File: config.mk
export PLATFORM = sky130hd
export DESIGN_NAME = smw_framer
export DESIGN_NICKNAME = d
export VERILOG_FILES = /design/src/verilog/smw_pkg.sv /design/src/verilog/smw_framer.sv /design/src/verilog/smw_pack.sv /design/src/verilog/smw_unpack.sv
export SDC_FILE = /design/constraint.sdc
export NUM_CORES = 1
export LEC_CHECK = 0
export BUFFER_PORTS_ARGS = -buffer_cell sky130_fd_sc_hd__buf_2
export CAP_MARGIN = 25
export CORE_MARGIN = 1.5
export CORE_UTILIZATION = 45
export DETAILED_ROUTE_END_ITERATION = 8
export GPL_TIMING_DRIVEN = 1
export PLACE_DENSITY_LB_ADDON = 0.12
export SYNTH_ARGS = -nofsm -noshare
export SYNTH_HDL_FRONTEND = slang
export SYNTH_SLANG_ARGS = --single-unit
File: constraint.sdc
create_clock -name clk_i -period 3.6 [get_ports clk_i]
set_clock_uncertainty 0.2 [all_clocks]
set_input_delay 0.18 -clock clk_i [delete_from_list [all_inputs] [get_ports clk_i]]
set_output_delay 0.18 -clock clk_i [all_outputs]
set_load 0.05 [all_outputs]
File: src/verilog/smw_pkg.sv
// Package with measurement word layout, type codes and stream types
// Functional notes
// RL1: Every data field carries a 24-bit payload chosen by its type code.
// RL2: Type code zero marks an empty field; its payload is ignored.
// RL3: Code 5 is z-axis gyro rate, signed, 2^-12 deg/s units.
// RL4: Code 13 is y-axis gyro rate, same signed scaling.
// RL5: Code 14 is x-axis gyro rate, same signed scaling.
// RL6: Tick codes 8, 9, 10 hold unsigned count in low 23 bits.
// RL7: Tick payload top bit gives direction: 0 forward, 1 backward.
// RL8: Code 10 is a single speed-tick source using tick layout.
// RL9: Each field carries its own code; messages mix field types freely.
// RL10: Format works both ways: samples out, host ticks or speed in.
// RL11: Each raw message holds exactly one sample of every raw type.
// RL12: Raw sampling rate is fixed by the sensors, not configurable.
// RL13: Any non-zero raw rate setting emits at sensor sampling rate.
// RL14: Raw output enable leaves sensor fusion running.
// RL15: Raw and calibrated outputs only enable with sensors wired directly.
// RL16: Calibrated message off after reset until its rate is set.
// RL17: Non-zero calibrated rate emits at the sensor sampling rate.
// RL18: Calibrated messages carry temperature only occasionally, at lower rate.
// RL19: Calibrated data always produced; equals raw before calibration completes.
// RL20: Both streams enabled give same rate and matching timestamps.
// RL21: Host avoids enabling both streams unless port bandwidth suffices.
// RL22: Codes 11 speed, 12 temperature, 16-18 accel specific force, signed.
// RL23: Word is 32 bits: payload low 24, 6-bit code above it.
package smw_pkg;
	localparam int SMW_PAYLOAD_W = 24;
	localparam int SMW_CODE_W = 6;
	localparam int SMW_CODE_LSB = 24;
	localparam int SMW_DIR_BIT = 23;
	localparam int SMW_TICK_W = 23;
	localparam logic [5:0] SMW_CODE_NONE = 6'h00;
	localparam logic [5:0] SMW_CODE_GYRO_Z = 6'h05;
	localparam logic [5:0] SMW_CODE_TICK_RL = 6'h08;
	localparam logic [5:0] SMW_CODE_TICK_RR = 6'h09;
	localparam logic [5:0] SMW_CODE_TICK_ONE = 6'h0a;
	localparam logic [5:0] SMW_CODE_SPEED = 6'h0b;
	localparam logic [5:0] SMW_CODE_TEMP = 6'h0c;
	localparam logic [5:0] SMW_CODE_GYRO_Y = 6'h0d;
	localparam logic [5:0] SMW_CODE_GYRO_X = 6'h0e;
	localparam logic [5:0] SMW_CODE_ACC_X = 6'h10;
	localparam logic [5:0] SMW_CODE_ACC_Y = 6'h11;
	localparam logic [5:0] SMW_CODE_ACC_Z = 6'h12;
	localparam int SMW_NUM_FIELDS = 7;
	localparam int SMW_TEMP_DIV = 100;
	localparam logic [7:0] SMW_RATE_RST = 8'h00;
	// Field kinds after decode
	typedef enum logic [3:0] {
		SMW_K_NONE = 4'h0,
		SMW_K_GYRO = 4'h1,
		SMW_K_TICK = 4'h2,
		SMW_K_SIGNED = 4'h3,
		SMW_K_RSVD = 4'h4
	} smw_kind_t;
	// One measurement word on the wire
	typedef struct packed {
		logic [1:0] spare;
		logic [5:0] code;
		logic [23:0] payload;
	} smw_word_t;
	// Decoded word
	typedef struct packed {
		logic valid;
		smw_kind_t kind;
		logic [5:0] code;
		logic backward;
		logic [22:0] ticks;
		logic signed [23:0] value;
	} smw_field_t;
	// Sensor sample set
	typedef struct packed {
		logic [23:0] gyro_x;
		logic [23:0] gyro_y;
		logic [23:0] gyro_z;
		logic [23:0] acc_x;
		logic [23:0] acc_y;
		logic [23:0] acc_z;
		logic [23:0] temp;
	} smw_sample_t;
endpackage

File: src/verilog/smw_framer.sv
// Sensor measurement word framer: raw and calibrated streams, host input
`timescale 1ns/10ps
`default_nettype none
module smw_framer
	import smw_pkg::*;
#(
	parameter int NUM_FIELDS = SMW_NUM_FIELDS, // Fields per raw message
	parameter int TEMP_DIV = SMW_TEMP_DIV // Calibrated messages per temperature
)
(
	input wire logic clk_i, // 25 MHz clock
	input wire logic rst_n_i, // Async reset, active low
	input wire logic sample_stb_i, // Sensor sample strobe, fixed rate
	input wire smw_sample_t raw_i, // Raw sensor sample set
	input wire smw_sample_t cal_i, // Calibrated sample set
	input wire logic calib_done_i, // Calibration complete
	input wire logic [31:0] time_i, // Sample timestamp
	input wire logic direct_imu_i, // Sensors wired directly
	input wire logic [7:0] raw_rate_i, // Raw output rate setting
	input wire logic [7:0] cal_rate_i, // Calibrated output rate setting
	input wire logic cfg_stb_i, // Rate settings applied
	input wire logic fusion_run_i, // Fusion enabled request
	output logic fusion_state_flag_o, // Fusion running
	output logic out_valid_o, // Output word valid
	input wire logic out_ready_i, // Port accepts word
	output logic [31:0] out_word_o, // Output word
	output logic out_sof_o, // First word of message
	output logic out_eof_o, // Last word of message
	output logic out_cal_o, // Word belongs to calibrated message
	output logic [31:0] out_time_o, // Message timestamp
	input wire logic in_valid_i, // Host word valid
	input wire logic [31:0] in_word_i, // Host word
	output logic ext_valid_o, // External tick or speed accepted
	output logic [5:0] ext_code_o, // External word code
	output logic ext_backward_o, // External direction
	output logic [22:0] ext_ticks_o, // External tick count
	output logic signed [23:0] ext_speed_o // External speed
);
	// ==============================
	// State
	typedef enum logic [2:0] {
		SMW_S_IDLE = 3'b001,
		SMW_S_RAW = 3'b010,
		SMW_S_CAL = 3'b100
	} smw_state_t;

	typedef struct packed {
		smw_state_t st;
		logic [7:0] raw_rate;
		logic [7:0] cal_rate;
		logic [2:0] idx;
		logic [6:0] temp_cnt;
		logic cal_pend;
		logic cal_temp;
		smw_sample_t raw;
		smw_sample_t cal;
		logic [31:0] tstamp;
		logic [31:0] word;
		logic wvalid;
		logic sof;
		logic eof;
		logic is_cal;
		logic ext_valid;
		logic [5:0] ext_code;
		logic ext_back;
		logic [22:0] ext_ticks;
		logic [23:0] ext_speed;
		logic fusion;
	} smw_regs_t;

	smw_regs_t r;
	smw_regs_t next_r;
	logic raw_en;
	logic cal_en;
	logic [5:0] f_code;
	logic [23:0] f_pay;
	logic [31:0] f_word;
	logic f_last;
	smw_field_t in_f;
	smw_sample_t src;

	// ==============================
	// Enables
	// Rate value only gates the stream; cadence always follows the sensors
	assign raw_en = direct_imu_i && (r.raw_rate != 8'h00); // [RL13] [RL15]
	assign cal_en = direct_imu_i && (r.cal_rate != 8'h00); // [RL16] [RL17] [RL15]

	// Field selector: one sample of each type per raw message
	always_comb
	begin
		src = (r.st == SMW_S_CAL) ? r.cal : r.raw;
		f_code = SMW_CODE_NONE;
		f_pay = '0;
		case (r.idx)
			3'h0:
			begin
				f_code = SMW_CODE_GYRO_X;
				f_pay = src.gyro_x;
			end
			3'h1:
			begin
				f_code = SMW_CODE_GYRO_Y;
				f_pay = src.gyro_y;
			end
			3'h2:
			begin
				f_code = SMW_CODE_GYRO_Z;
				f_pay = src.gyro_z;
			end
			3'h3:
			begin
				f_code = SMW_CODE_ACC_X;
				f_pay = src.acc_x;
			end
			3'h4:
			begin
				f_code = SMW_CODE_ACC_Y;
				f_pay = src.acc_y;
			end
			3'h5:
			begin
				f_code = SMW_CODE_ACC_Z;
				f_pay = src.acc_z;
			end
			default:
			begin
				f_code = SMW_CODE_TEMP;
				f_pay = src.temp;
			end
		endcase
	end

	// Calibrated message without temperature ends one field early
	assign f_last = (r.st == SMW_S_CAL && !r.cal_temp) ?
		(r.idx == 3'(NUM_FIELDS - 2)) : (r.idx == 3'(NUM_FIELDS - 1)); // [RL18] [RL11]

	smw_pack u_pack (
		.code_i(f_code),
		.payload_i(f_pay),
		.word_o(f_word)
	);

	smw_unpack u_unpack (
		.word_i(in_word_i),
		.field_o(in_f)
	);

	// Next-state logic
	always_comb
	begin
		next_r = r;
		next_r.ext_valid = 1'b0;
		next_r.fusion = fusion_run_i; // [RL14]
		if (cfg_stb_i)
		begin
			next_r.raw_rate = raw_rate_i;
			next_r.cal_rate = cal_rate_i;
		end
		// Host input: only ticks and speed taken, others ignored
		if (in_valid_i && in_f.valid &&
			(in_f.kind == SMW_K_TICK || in_f.code == SMW_CODE_SPEED)) // [RL10] [RL9]
		begin
			next_r.ext_valid = 1'b1;
			next_r.ext_code = in_f.code;
			next_r.ext_back = in_f.backward;
			next_r.ext_ticks = in_f.ticks;
			next_r.ext_speed = in_f.value;
		end
		// Output word handshake
		if (r.wvalid && out_ready_i)
		begin
			next_r.wvalid = 1'b0;
		end
		case (r.st)
			SMW_S_IDLE:
			begin
				// Samples arriving mid-message are dropped; port too slow
				if (sample_stb_i && (raw_en || cal_en)) // [RL12]
				begin
					next_r.raw = raw_i;
					next_r.cal = calib_done_i ? cal_i : raw_i; // [RL19]
					next_r.tstamp = time_i; // [RL20]
					next_r.idx = '0;
					next_r.cal_pend = cal_en;
					next_r.cal_temp = (r.temp_cnt == 7'h00);
					if (cal_en)
					begin
						next_r.temp_cnt = (r.temp_cnt == 7'(TEMP_DIV - 1)) ?
							7'h00 : r.temp_cnt + 7'h01; // [RL18]
					end
					next_r.st = raw_en ? SMW_S_RAW : SMW_S_CAL;
				end
			end
			SMW_S_RAW, SMW_S_CAL:
			begin
				if (!r.wvalid || out_ready_i)
				begin
					next_r.word = f_word;
					next_r.wvalid = 1'b1;
					next_r.sof = (r.idx == 3'h0);
					next_r.eof = f_last;
					next_r.is_cal = (r.st == SMW_S_CAL);
					next_r.idx = r.idx + 3'h1;
					if (f_last)
					begin
						next_r.idx = '0;
						if (r.st == SMW_S_RAW && r.cal_pend)
							next_r.st = SMW_S_CAL; // [RL20]
						else
							next_r.st = SMW_S_IDLE;
					end
				end
			end
			default:
			begin
				next_r.st = SMW_S_IDLE;
			end
		endcase
	end

	// State register
	always_ff @(posedge clk_i or negedge rst_n_i)
	begin
		if (!rst_n_i)
		begin
			r <= '0;
			r.st <= SMW_S_IDLE;
			r.raw_rate <= SMW_RATE_RST;
			r.cal_rate <= SMW_RATE_RST; // [RL16]
		end
		else
		begin
			r <= next_r;
		end
	end

	assign out_valid_o = r.wvalid;
	assign out_word_o = r.word;
	assign out_sof_o = r.sof;
	assign out_eof_o = r.eof;
	assign out_cal_o = r.is_cal;
	assign out_time_o = r.tstamp;
	assign ext_valid_o = r.ext_valid;
	assign ext_code_o = r.ext_code;
	assign ext_backward_o = r.ext_back;
	assign ext_ticks_o = r.ext_ticks;
	assign ext_speed_o = signed'(r.ext_speed);
	assign fusion_state_flag_o = r.fusion;

	// ==============================
	// Assertions
	AST_NO_EMIT_IF_INDIRECT: assert property (@(posedge clk_i) disable iff (!rst_n_i) // [RL15]
		(!direct_imu_i && r.st == SMW_S_IDLE && sample_stb_i) |=> (r.st == SMW_S_IDLE))
		else $error("message started without direct sensors");
	AST_CAL_OFF_AT_START: assert property (@(posedge clk_i) disable iff (!rst_n_i) // [RL16]
		(r.cal_rate == 8'h00 && r.st == SMW_S_IDLE) |=> (r.st != SMW_S_CAL))
		else $error("calibrated message while disabled");
	AST_RAW_START: assert property (@(posedge clk_i) disable iff (!rst_n_i) // [RL13]
		(r.st == SMW_S_IDLE && sample_stb_i && raw_en) |=> (r.st == SMW_S_RAW))
		else $error("raw message not started on sample");
	AST_RAW_THEN_CAL: assert property (@(posedge clk_i) disable iff (!rst_n_i) // [RL20]
		(r.st == SMW_S_RAW && r.cal_pend && f_last && (!r.wvalid || out_ready_i))
		|=> (r.st == SMW_S_CAL && $stable(r.tstamp)))
		else $error("calibrated message not aligned to raw");
	AST_EMPTY_PAYLOAD: assert property (@(posedge clk_i) disable iff (!rst_n_i) // [RL2]
		(r.wvalid && r.word[29:24] == SMW_CODE_NONE) |-> (r.word[23:0] == 24'h000000))
		else $error("empty field with payload");
	AST_CAL_EQ_RAW: assert property (@(posedge clk_i) disable iff (!rst_n_i) // [RL19]
		(r.st == SMW_S_IDLE && sample_stb_i && !calib_done_i) |=> (r.cal == r.raw))
		else $error("uncalibrated data differs from raw");
	AST_EXT_TICK: assert property (@(posedge clk_i) disable iff (!rst_n_i) // [RL7]
		(in_valid_i && in_word_i[29:24] == SMW_CODE_TICK_ONE)
		|=> (ext_valid_o && ext_backward_o == $past(in_word_i[23])
			&& ext_ticks_o == $past(in_word_i[22:0])))
		else $error("tick word decoded wrongly");
	AST_EXT_GYRO_IGNORED: assert property (@(posedge clk_i) disable iff (!rst_n_i) // [RL10]
		(in_valid_i && in_word_i[29:24] == SMW_CODE_GYRO_Z) |=> !ext_valid_o)
		else $error("gyro word taken from host");
	AST_FUSION: assert property (@(posedge clk_i) disable iff (!rst_n_i) // [RL14]
		(fusion_run_i && raw_en) |=> fusion_state_flag_o)
		else $error("fusion stopped by raw output");
	AST_HOLD: assert property (@(posedge clk_i) disable iff (!rst_n_i) // [RL11]
		(out_valid_o && !out_ready_i) |=> (out_valid_o && $stable(out_word_o)))
		else $error("output word dropped under stall");
	COV_RAW_MSG: cover property (@(posedge clk_i) disable iff (!rst_n_i)
		out_valid_o && out_ready_i && out_eof_o && !out_cal_o);
	COV_CAL_MSG: cover property (@(posedge clk_i) disable iff (!rst_n_i)
		out_valid_o && out_ready_i && out_eof_o && out_cal_o);
	COV_EXT_IN: cover property (@(posedge clk_i) disable iff (!rst_n_i) ext_valid_o);

	// ==============================
	// Message layout, strobe, rate and fusion checks
	// Decoded view of the output port, so the checks read like the message layout
	logic [5:0] out_code;
	logic out_take;
	assign out_code = r.word[29:24];
	assign out_take = r.wvalid && out_ready_i;
	// Every message opens on the x-axis rate and a raw one closes on temperature
	AST_SOF_FIRST: assert property (@(posedge clk_i) disable iff (!rst_n_i) // [RL11]
		(out_valid_o && out_sof_o) |-> (out_code == SMW_CODE_GYRO_X))
		else $error("message does not open on x-axis rate");
	AST_RAW_EOF: assert property (@(posedge clk_i) disable iff (!rst_n_i) // [RL11]
		(out_valid_o && out_eof_o && !out_cal_o) |-> (out_code == SMW_CODE_TEMP))
		else $error("raw message not closed by temperature");
	AST_CAL_EOF: assert property (@(posedge clk_i) disable iff (!rst_n_i) // [RL18]
		(out_valid_o && out_eof_o && out_cal_o)
		|-> (out_code == SMW_CODE_TEMP || out_code == SMW_CODE_ACC_Z))
		else $error("calibrated message closed on wrong field");
	AST_WORD_SPARE: assert property (@(posedge clk_i) disable iff (!rst_n_i) // [RL23]
		out_valid_o |-> (r.word[31:30] == 2'b00))
		else $error("spare word bits set");
	// A strobe during a message is dropped whole, timestamp included
	AST_STROBE_BUSY: assert property (@(posedge clk_i) disable iff (!rst_n_i) // [RL12]
		(r.st != SMW_S_IDLE && sample_stb_i) |=> $stable(r.tstamp))
		else $error("busy strobe changed the timestamp");
	AST_RATE_CAPTURE: assert property (@(posedge clk_i) disable iff (!rst_n_i) // [RL13]
		cfg_stb_i |=> (r.raw_rate == $past(raw_rate_i) && r.cal_rate == $past(cal_rate_i)))
		else $error("rate setting not captured");
	AST_FUSION_OFF: assert property (@(posedge clk_i) disable iff (!rst_n_i) // [RL14]
		!fusion_run_i |=> !fusion_state_flag_o)
		else $error("fusion running without request");

	// ==============================
	// Host input checks
	// Only well-formed tick and speed words may reach the external outputs
	AST_EXT_EMPTY: assert property (@(posedge clk_i) disable iff (!rst_n_i) // [RL2]
		(in_valid_i && in_word_i[29:24] == SMW_CODE_NONE) |=> !ext_valid_o)
		else $error("empty host word taken");
	AST_EXT_RSVD: assert property (@(posedge clk_i) disable iff (!rst_n_i) // [RL23]
		(in_valid_i && in_f.kind == SMW_K_RSVD) |=> !ext_valid_o)
		else $error("reserved host word taken");
	AST_EXT_SPEED: assert property (@(posedge clk_i) disable iff (!rst_n_i) // [RL22]
		(in_valid_i && in_word_i[29:24] == SMW_CODE_SPEED)
		|=> (ext_valid_o && r.ext_speed == $past(in_word_i[23:0])))
		else $error("speed word decoded wrongly");
	AST_EXT_CODE: assert property (@(posedge clk_i) disable iff (!rst_n_i) // [RL9]
		(in_valid_i && in_f.kind == SMW_K_TICK) |=> (ext_code_o == $past(in_word_i[29:24])))
		else $error("tick word code lost");

	// ==============================
	// Scenario covers
	COV_BUSY_STROBE: cover property (@(posedge clk_i) disable iff (!rst_n_i)
		r.st != SMW_S_IDLE && sample_stb_i);
	COV_CAL_SHORT: cover property (@(posedge clk_i) disable iff (!rst_n_i)
		out_take && out_cal_o && out_eof_o && out_code == SMW_CODE_ACC_Z);
endmodule
`default_nettype wire

File: src/verilog/smw_pack.sv
// Encoder that builds one measurement word from code and payload
`timescale 1ns/10ps
`default_nettype none
module smw_pack
	import smw_pkg::*;
(
	input wire logic [5:0] code_i, // Type code
	input wire logic [23:0] payload_i, // Payload
	output logic [31:0] word_o // Packed word
);
	// Empty field carries zero payload so receivers see nothing stray
	always_comb
	begin
		smw_word_t w;
		w = '0;
		w.code = code_i; // [RL23]
		w.payload = (code_i == SMW_CODE_NONE) ? '0 : payload_i; // [RL2]
		word_o = 32'(w);
	end
endmodule
`default_nettype wire

File: src/verilog/smw_unpack.sv
// Decoder that splits one measurement word into its fields
`timescale 1ns/10ps
`default_nettype none
module smw_unpack
	import smw_pkg::*;
(
	input wire logic [31:0] word_i, // Raw word
	output smw_field_t field_o // Decoded field
);
	// Decode code and payload into kind, ticks and value
	always_comb
	begin
		smw_word_t w;
		w = smw_word_t'(word_i); // [RL23]
		field_o = '0;
		field_o.code = w.code;
		field_o.ticks = w.payload[SMW_TICK_W-1:0]; // [RL6]
		field_o.backward = w.payload[SMW_DIR_BIT]; // [RL7]
		field_o.value = signed'(w.payload); // [RL1]
		case (w.code)
			SMW_CODE_NONE:
			begin
				field_o.kind = SMW_K_NONE; // [RL2]
				field_o.value = '0;
			end
			SMW_CODE_GYRO_Z, SMW_CODE_GYRO_Y, SMW_CODE_GYRO_X:
			begin
				field_o.kind = SMW_K_GYRO; // [RL3] [RL4] [RL5]
				field_o.valid = 1'b1;
			end
			SMW_CODE_TICK_RL, SMW_CODE_TICK_RR, SMW_CODE_TICK_ONE:
			begin
				field_o.kind = SMW_K_TICK; // [RL8]
				field_o.valid = 1'b1;
			end
			SMW_CODE_SPEED, SMW_CODE_TEMP, SMW_CODE_ACC_X, SMW_CODE_ACC_Y, SMW_CODE_ACC_Z:
			begin
				field_o.kind = SMW_K_SIGNED; // [RL22]
				field_o.valid = 1'b1;
			end
			default:
			begin
				field_o.kind = SMW_K_RSVD; // Reserved codes dropped
			end
		endcase
	end
endmodule
`default_nettype wire
=== Word-level counts from Yosys, hierarchy flattened ===
Index checks and enable logic that the tools add are counted.

* Reductions and logical operators: 30
* Equal/unequal tests: 25
* Multipliers: 0
* Bitwise operators: 0
* $lt $le $gt $ge: 0
* Divide/modulo/power cells: 0
* Multiplexer cells: 25
* Shift operators: 0
* $add $sub $neg: 2

{| class="wikitable"
|+ Operators with widths
! operator !! count
|-
| $mux W380 || 1
|-
| $mux W168 || 2
|-
| $pmux W24 S6 || 1
|-
| $mux W55 || 1
|-
| $mux W24 || 2
|-
| $eq A6 B4 Y1 const B || 7
|-
| $pmux W5 S6 || 1
|-
| $mux W3 || 7
|-
| $eq A6 B5 Y1 const B || 3
|-
| $reduce_bool A8 Y1 || 2
|-
| $mux W7 || 2
|-
| $eq A3 B3 Y1 const B || 4
|-
| $logic_not A6 Y1 || 2
|-
| $pmux W3 S2 || 2
|-
| $pmux W3 S4 || 1
|-
| $reduce_or A11 Y1 || 1
|-
| $eq A3 B2 Y1 const B || 3
|-
| $reduce_and A3 Y1 || 3
|-
| $logic_and A1 B1 Y1 || 8
|-
| $mux W4 || 2
|-
| $add A7 B1 Y7 const B || 1
|-
| $eq A7 B7 Y1 const B || 1
|-
| $logic_not A7 Y1 || 1
|-
| $eq A3 B1 Y1 const B || 2
|-
| other kinds (13) || 22
|}

* Output and inout bits: 124
* Input bits: 425
* ROM bits: 0
* Latch bits: 0
* Memory bits (writable): 0
* Register bits after elaboration: 488
* Memories: 0
* Logic and storage cells: 115

=== Depth between registers and ports, before layout ===
* Word-level depth: 7
* Depth in mapped cells: 10
* Mapped depth without buffers: 7

=== By module ===
A second synthesis with hierarchy kept.

* Cells, all modules: 2179
* Area total of the unflattened synthesis: 25281.7 µm²

{| class="wikitable"
|+ Modules (own cells, without submodules)
! module !! area an instance (µm²) !! seq. area each (µm²) !! instances !! cells each
|-
| smw_framer || 24297.1 || 12288.0 || 1 || 2052
|-
| smw_unpack || 678.2 || 0.0 || 1 || 88
|-
| smw_pack || 306.5 || 0.0 || 1 || 39
|}

=== Least setup slack after synthesis ===
No wires, ideal clock.

* Path kind: flip-flop to flip-flop
* Start point: register r[471] in the netlist's numbering
* End point: register r, in the netlist out_word_o[13]
* Arrival time: 2.237 ns
* Setup slack: 1.028 ns
* Required time: 3.265 ns
* Cell stages (with the launch flop): 10
* Buffers on the path: 4
* Setup time: 0.135 ns
* Clock period less this slack: 2.572 ns
* Cell sequence: dfrtp_1 > buf_2 > clkinv_1 > clkbuf_1 > ha_1 > or4_1 > buf_2 > clkbuf_1 > a211oi_1 > o31ai_1

* Longest elaborated chain between the ends: 4
* Elaborated cells on any way between the ends: 10
* Those cells by class: eq/ne: 5; mux: 3; reduce/logical: 2

{| class="wikitable"
|+ RTL lines
! what !! line !! source
|-
| start, declared || smw_framer.sv:71 || <nowiki>smw_regs_t r;</nowiki>
|-
| start signal, assigned || smw_framer.sv:233 || <nowiki>r <= next_r;</nowiki>
|-
| $eq A3 B3 Y1 (tied with other cells) || smw_framer.sv:94 || <nowiki>case (r.idx)</nowiki>
|-
| $pmux W5 S6 || smw_framer.sv:94 ||
|-
| $logic_not A6 Y1 || smw_pack.sv:17 || <nowiki>w.payload = (code_i == SMW_CODE_NONE) ? '0 : payload_i;</nowiki>
|-
| $mux W24 (*) || smw_pack.sv:17 ||
|}

Every way passes the cells marked *; elsewhere a longest branch is shown, timed or not.
A chain may end at the register's enable or synchronous reset.

=== Final worst setup path ===
* Start point: register r[471] in the netlist's numbering
* End point: register r, in the netlist out_word_o[22]

Same word-level chain as after synthesis.

==> results.json <==
{
  "ant_nets": 0,
  "nets": 3404,
  "synth_top_area_cell": "dfrtp_1",
  "ys_ff_latch": 488,
  "p_per_area_nw_per_um2": 749,
  "ir_worst_vdd_mv": 0.665,
  "dpl.hpwl_um": 54500,
  "drt-pass1-iter-count": 6,
  "synthAdderAreaFrac": 0.00364,
  "power_frac_clock": 0.233,
  "synth-xor-area-share": 0.000728,
  "drt_first_iter_violations": 1177,
  "async_reset_ff_frac": 1.00,
  "rsz0062_at_grt": "no",
  "gr-total-overflow": 0,
  "criticalPathCategory": "reg -> reg",
  "antenna_found_initial": 9,
  "cap_violations": 0,
  "outcome": "complete, but fails checks",
  "p_switching_mw": 9.44,
  "holdBufCountCts": 472,
  "grt_pass1_wl_um": 123000,
  "hold_path.class": "in -> async",
  "yosys-mux-area-fraction": 0.224,
  "synth_simple_gate_area_frac": 0.0818,
  "yosysTopAreaCellShare": 0.507,
  "area_growth_pct": 38.4,
  "synth_cells": 2117,
  "gp_congestion": 0.855,
  "start_util": 0.457,
  "grt_pass1_vias": 20800,
  "sw_frac_of_total": 0.378,
  "core_sq_um": 52700,
  "cts_buffers": 55,
  "yosys_most_used_dff": "dfrtp_1",
  "worstPathRequired_ps": 3920,
  "cts.sinks": 488,
  "slew_viol_final": 0,
  "holdWs_ps": -22.4,
  "synth_top_family_by_area": "multiplexers",
  "dieWidth_um": 234,
  "cts_max_path_buffers": 3,
  "p_seq_frac": 0.375,
  "synth_edf_count": 0,
  "path_max_fanout": 20,
  "cts_root_buffer": "clkbuf_16",
  "synth_area_sq_um": 24100,
  "ys_seq_area_frac": 0.508,
  "tns_ps": 0,
  "grt_max_degree": 90,
  "fp.dieArea_sq_um": 54900,
  "min_period_ps": 3240,
  "worstMarginPinSlew_ps": 1050,
  "ys_warn_count": 0,
  "setup_viol": 0,
  "p_leak_nw": 16.4,
  "slowest_delay_ps": 960,
  "slew_headroom": 0.303,
  "postCtsSetupRepairBufs": 0,
  "avgSynthCellArea_sq_um": 11.4,
  "rows": 84,
  "insertion_delay_ps": 620,
  "io_buffers": 543,
  "intPower_mw": 15.5,
  "viasPerCell": 5.36,
  "cts_tree": "yes",
  "grt.total_usage": 0.297,
  "combPwrFrac": 0.392,
  "fin_crit_sh": 0.900,
  "synth.distinct_cells": 53,
  "cp_num_buf_inv": 1,
  "cts_max_level": 2,
  "wl_um": 83200,
  "cp_data_arrival_time_ps": 3560,
  "violations": "negative hold slack",
  "cts.reportedPaths.clkPinSlew_ps": 70,
  "ctsResizeCount": 0,
  "critPathLaunchType": "flip-flop",
  "fp.dieH_um": 234,
  "pin_count": 549,
  "route.detailed.drc": 0,
  "drt-wirelength-per-cell_um": 22.4,
  "synth_area_leaders": "dfrtp_1, mux2_4, mux2i_1, nand2_1, buf_4",
  "num_vias": 19900,
  "endpoint_kind": "flip-flop",
  "synth-compound-area-share": 0.110,
  "cp_slowest_cell": "or4_1",
  "hold_violations": 9,
  "path_cells": "clkinv_1 > ha_1 > or4_1 > o22ai_1 > a21oi_1 > a32oi_1",
  "layout-drive-gt1-share": 0.316,
  "total_power_mw": 24.9,
  "crit_family": "simple AND/OR/NAND/NOR gates",
  "max_clock_freq_mhz": 309
}
-- stage by stage --
stage                     instances  hold WS (ps)  worst slack, ps  instance area [sq um]  utilization
after CTS                      3704          19.8              380                  33300        0.632
after global routing           3710          21.3              262                  33300        0.632
after floorplan                2119          -316             1030                  24100            -
final                          3711         -22.4              362                  33300        0.632
after detailed placement       3131          88.1              405                  26700        0.507
after global placement         3131          77.8              555                  26700        0.507
-- worst register-to-register path, stage by stage (launching register included) --
cell and delay [ps]:
dfrtp_2 620, clkinv_1 180, ha_1 260, or4_1 960
o22ai_1 620, a21oi_1 80, a32oi_1 230
-- final cells by class --
cell class,instances,area (sq um)
Fill cell,4050,19400
Sequential cell,488,12200
Clock inverter,30,329
Antenna cell,7,17.5
Clock buffer,71,1530
Tap cell,688,861
Inverter,12,45.0
Timing Repair Buffer,1071,8150
Multi-Input combinational cell,1344,10200
-- worst paths after layout --
check / startpoint / to / slack, ps / cells past startpoint
worst max-delay path: r[471] / out_word_o[22] / 360 / 6
worst min-delay path: rst_n_i / ext_speed_o[22] / -20 / 2
worst max register to register: r[471] / out_word_o[22] / 360 / 6
worst min register to register: ext_code_o[3] / ext_code_o[3] / 260 / 1
max in group asynchronous: rst_n_i / r[142] / 2110 / 4
min in group clk_i: calib_done_i / r[157] / 40 / 3
-- logic make-up (layout without fill, tap and decap cells) --
kind of cell	Yosys count	count (layout)
AOI/OAI and AO/OA	416	416
xor gates and xnor gates	2	2
adders and majority gates	7	7
buffers and inverters	287	1184
DFF	488	488
muxes	437	437
other	1	10
and+or+nand+nor	479	479
-- layer usage --
layer  global-route usage  up-vias  wire (um)
li1                     -     9071          -
met1                0.375     9902      34200
met2                0.504      754      40900
met3               0.0434      176       4250
met4                0.138        4       3830
met5                    0        -         27
-- sequential cells by signal, summed over array words and instances, names as in the netlist --
signal,count
ext_backward_o,1
out_eof_o,1
ext_speed_o,24
fusion_state_flag_o,1
out_valid_o,1
out_sof_o,1
out_time_o,32
ext_valid_o,1
ext_ticks_o,23
ext_code_o,6
out_cal_o,1
r,367
out_word_o,29
-- cell usage after synthesis (all sizes together), types with 4 or more instances --
library cell	n
dfrtp	487
nand2	403
mux2	242
o21ai	206
mux2i	193
buf	183
clkbuf	92
a211oi	68
a221oi	45
a21oi	32
and2	26
a222oi	23
o31ai	23
nand3	10
inv	9
nor2	9
ha	7
nand2b	5
nand4	5
nor2b	5
nor4	4
-- power by group through the flow --
| stage | clock network, mW | logic, mW | registers [mW] |
|---|---|---|---|
| CTS | 5.92 | 9.80 | 9.27 |
| detailed placement | 0 | 9.31 | 9.33 |
| floorplan | 0 | 7.38 | 8.93 |
| finish | 5.81 | 9.79 | 9.35 |
| global placement | 0 | 9.15 | 9.25 |
| global route | 6.15 | 10.5 | 9.61 |
-- cell usage in the layout, fill, tap and decap left out, types with 3 or more instances in the layout --
master,count
dlygate4sd3_1,472
a222oi_1,23
clkbuf_16,55
a21oi_1,32
a31oi_1,3
a211oi_1,68
diode_2,7
and2_1,25
ha_1,4
mux2_2,62
nand4_1,5
buf_12,21
inv_6,3
nor2_1,9
dfrtp_1,486
a221oi_1,45
clkbuf_1,7
buf_4,35
nor2b_1,3
mux2i_1,193
nand2b_1,5
o21ai_1,73
nand2_1,401
nand3_1,10
buf_2,541
o31ai_1,23
mux2_4,180
conb_1,3
clkinv_1,3
o22ai_1,3
bufinv_16,6
clkinvlp_4,4
nor4_1,4
clkinv_2,15
o21ai_0,133
inv_1,9
clkbuf_8,9
(Power assumes the default switching activity.)
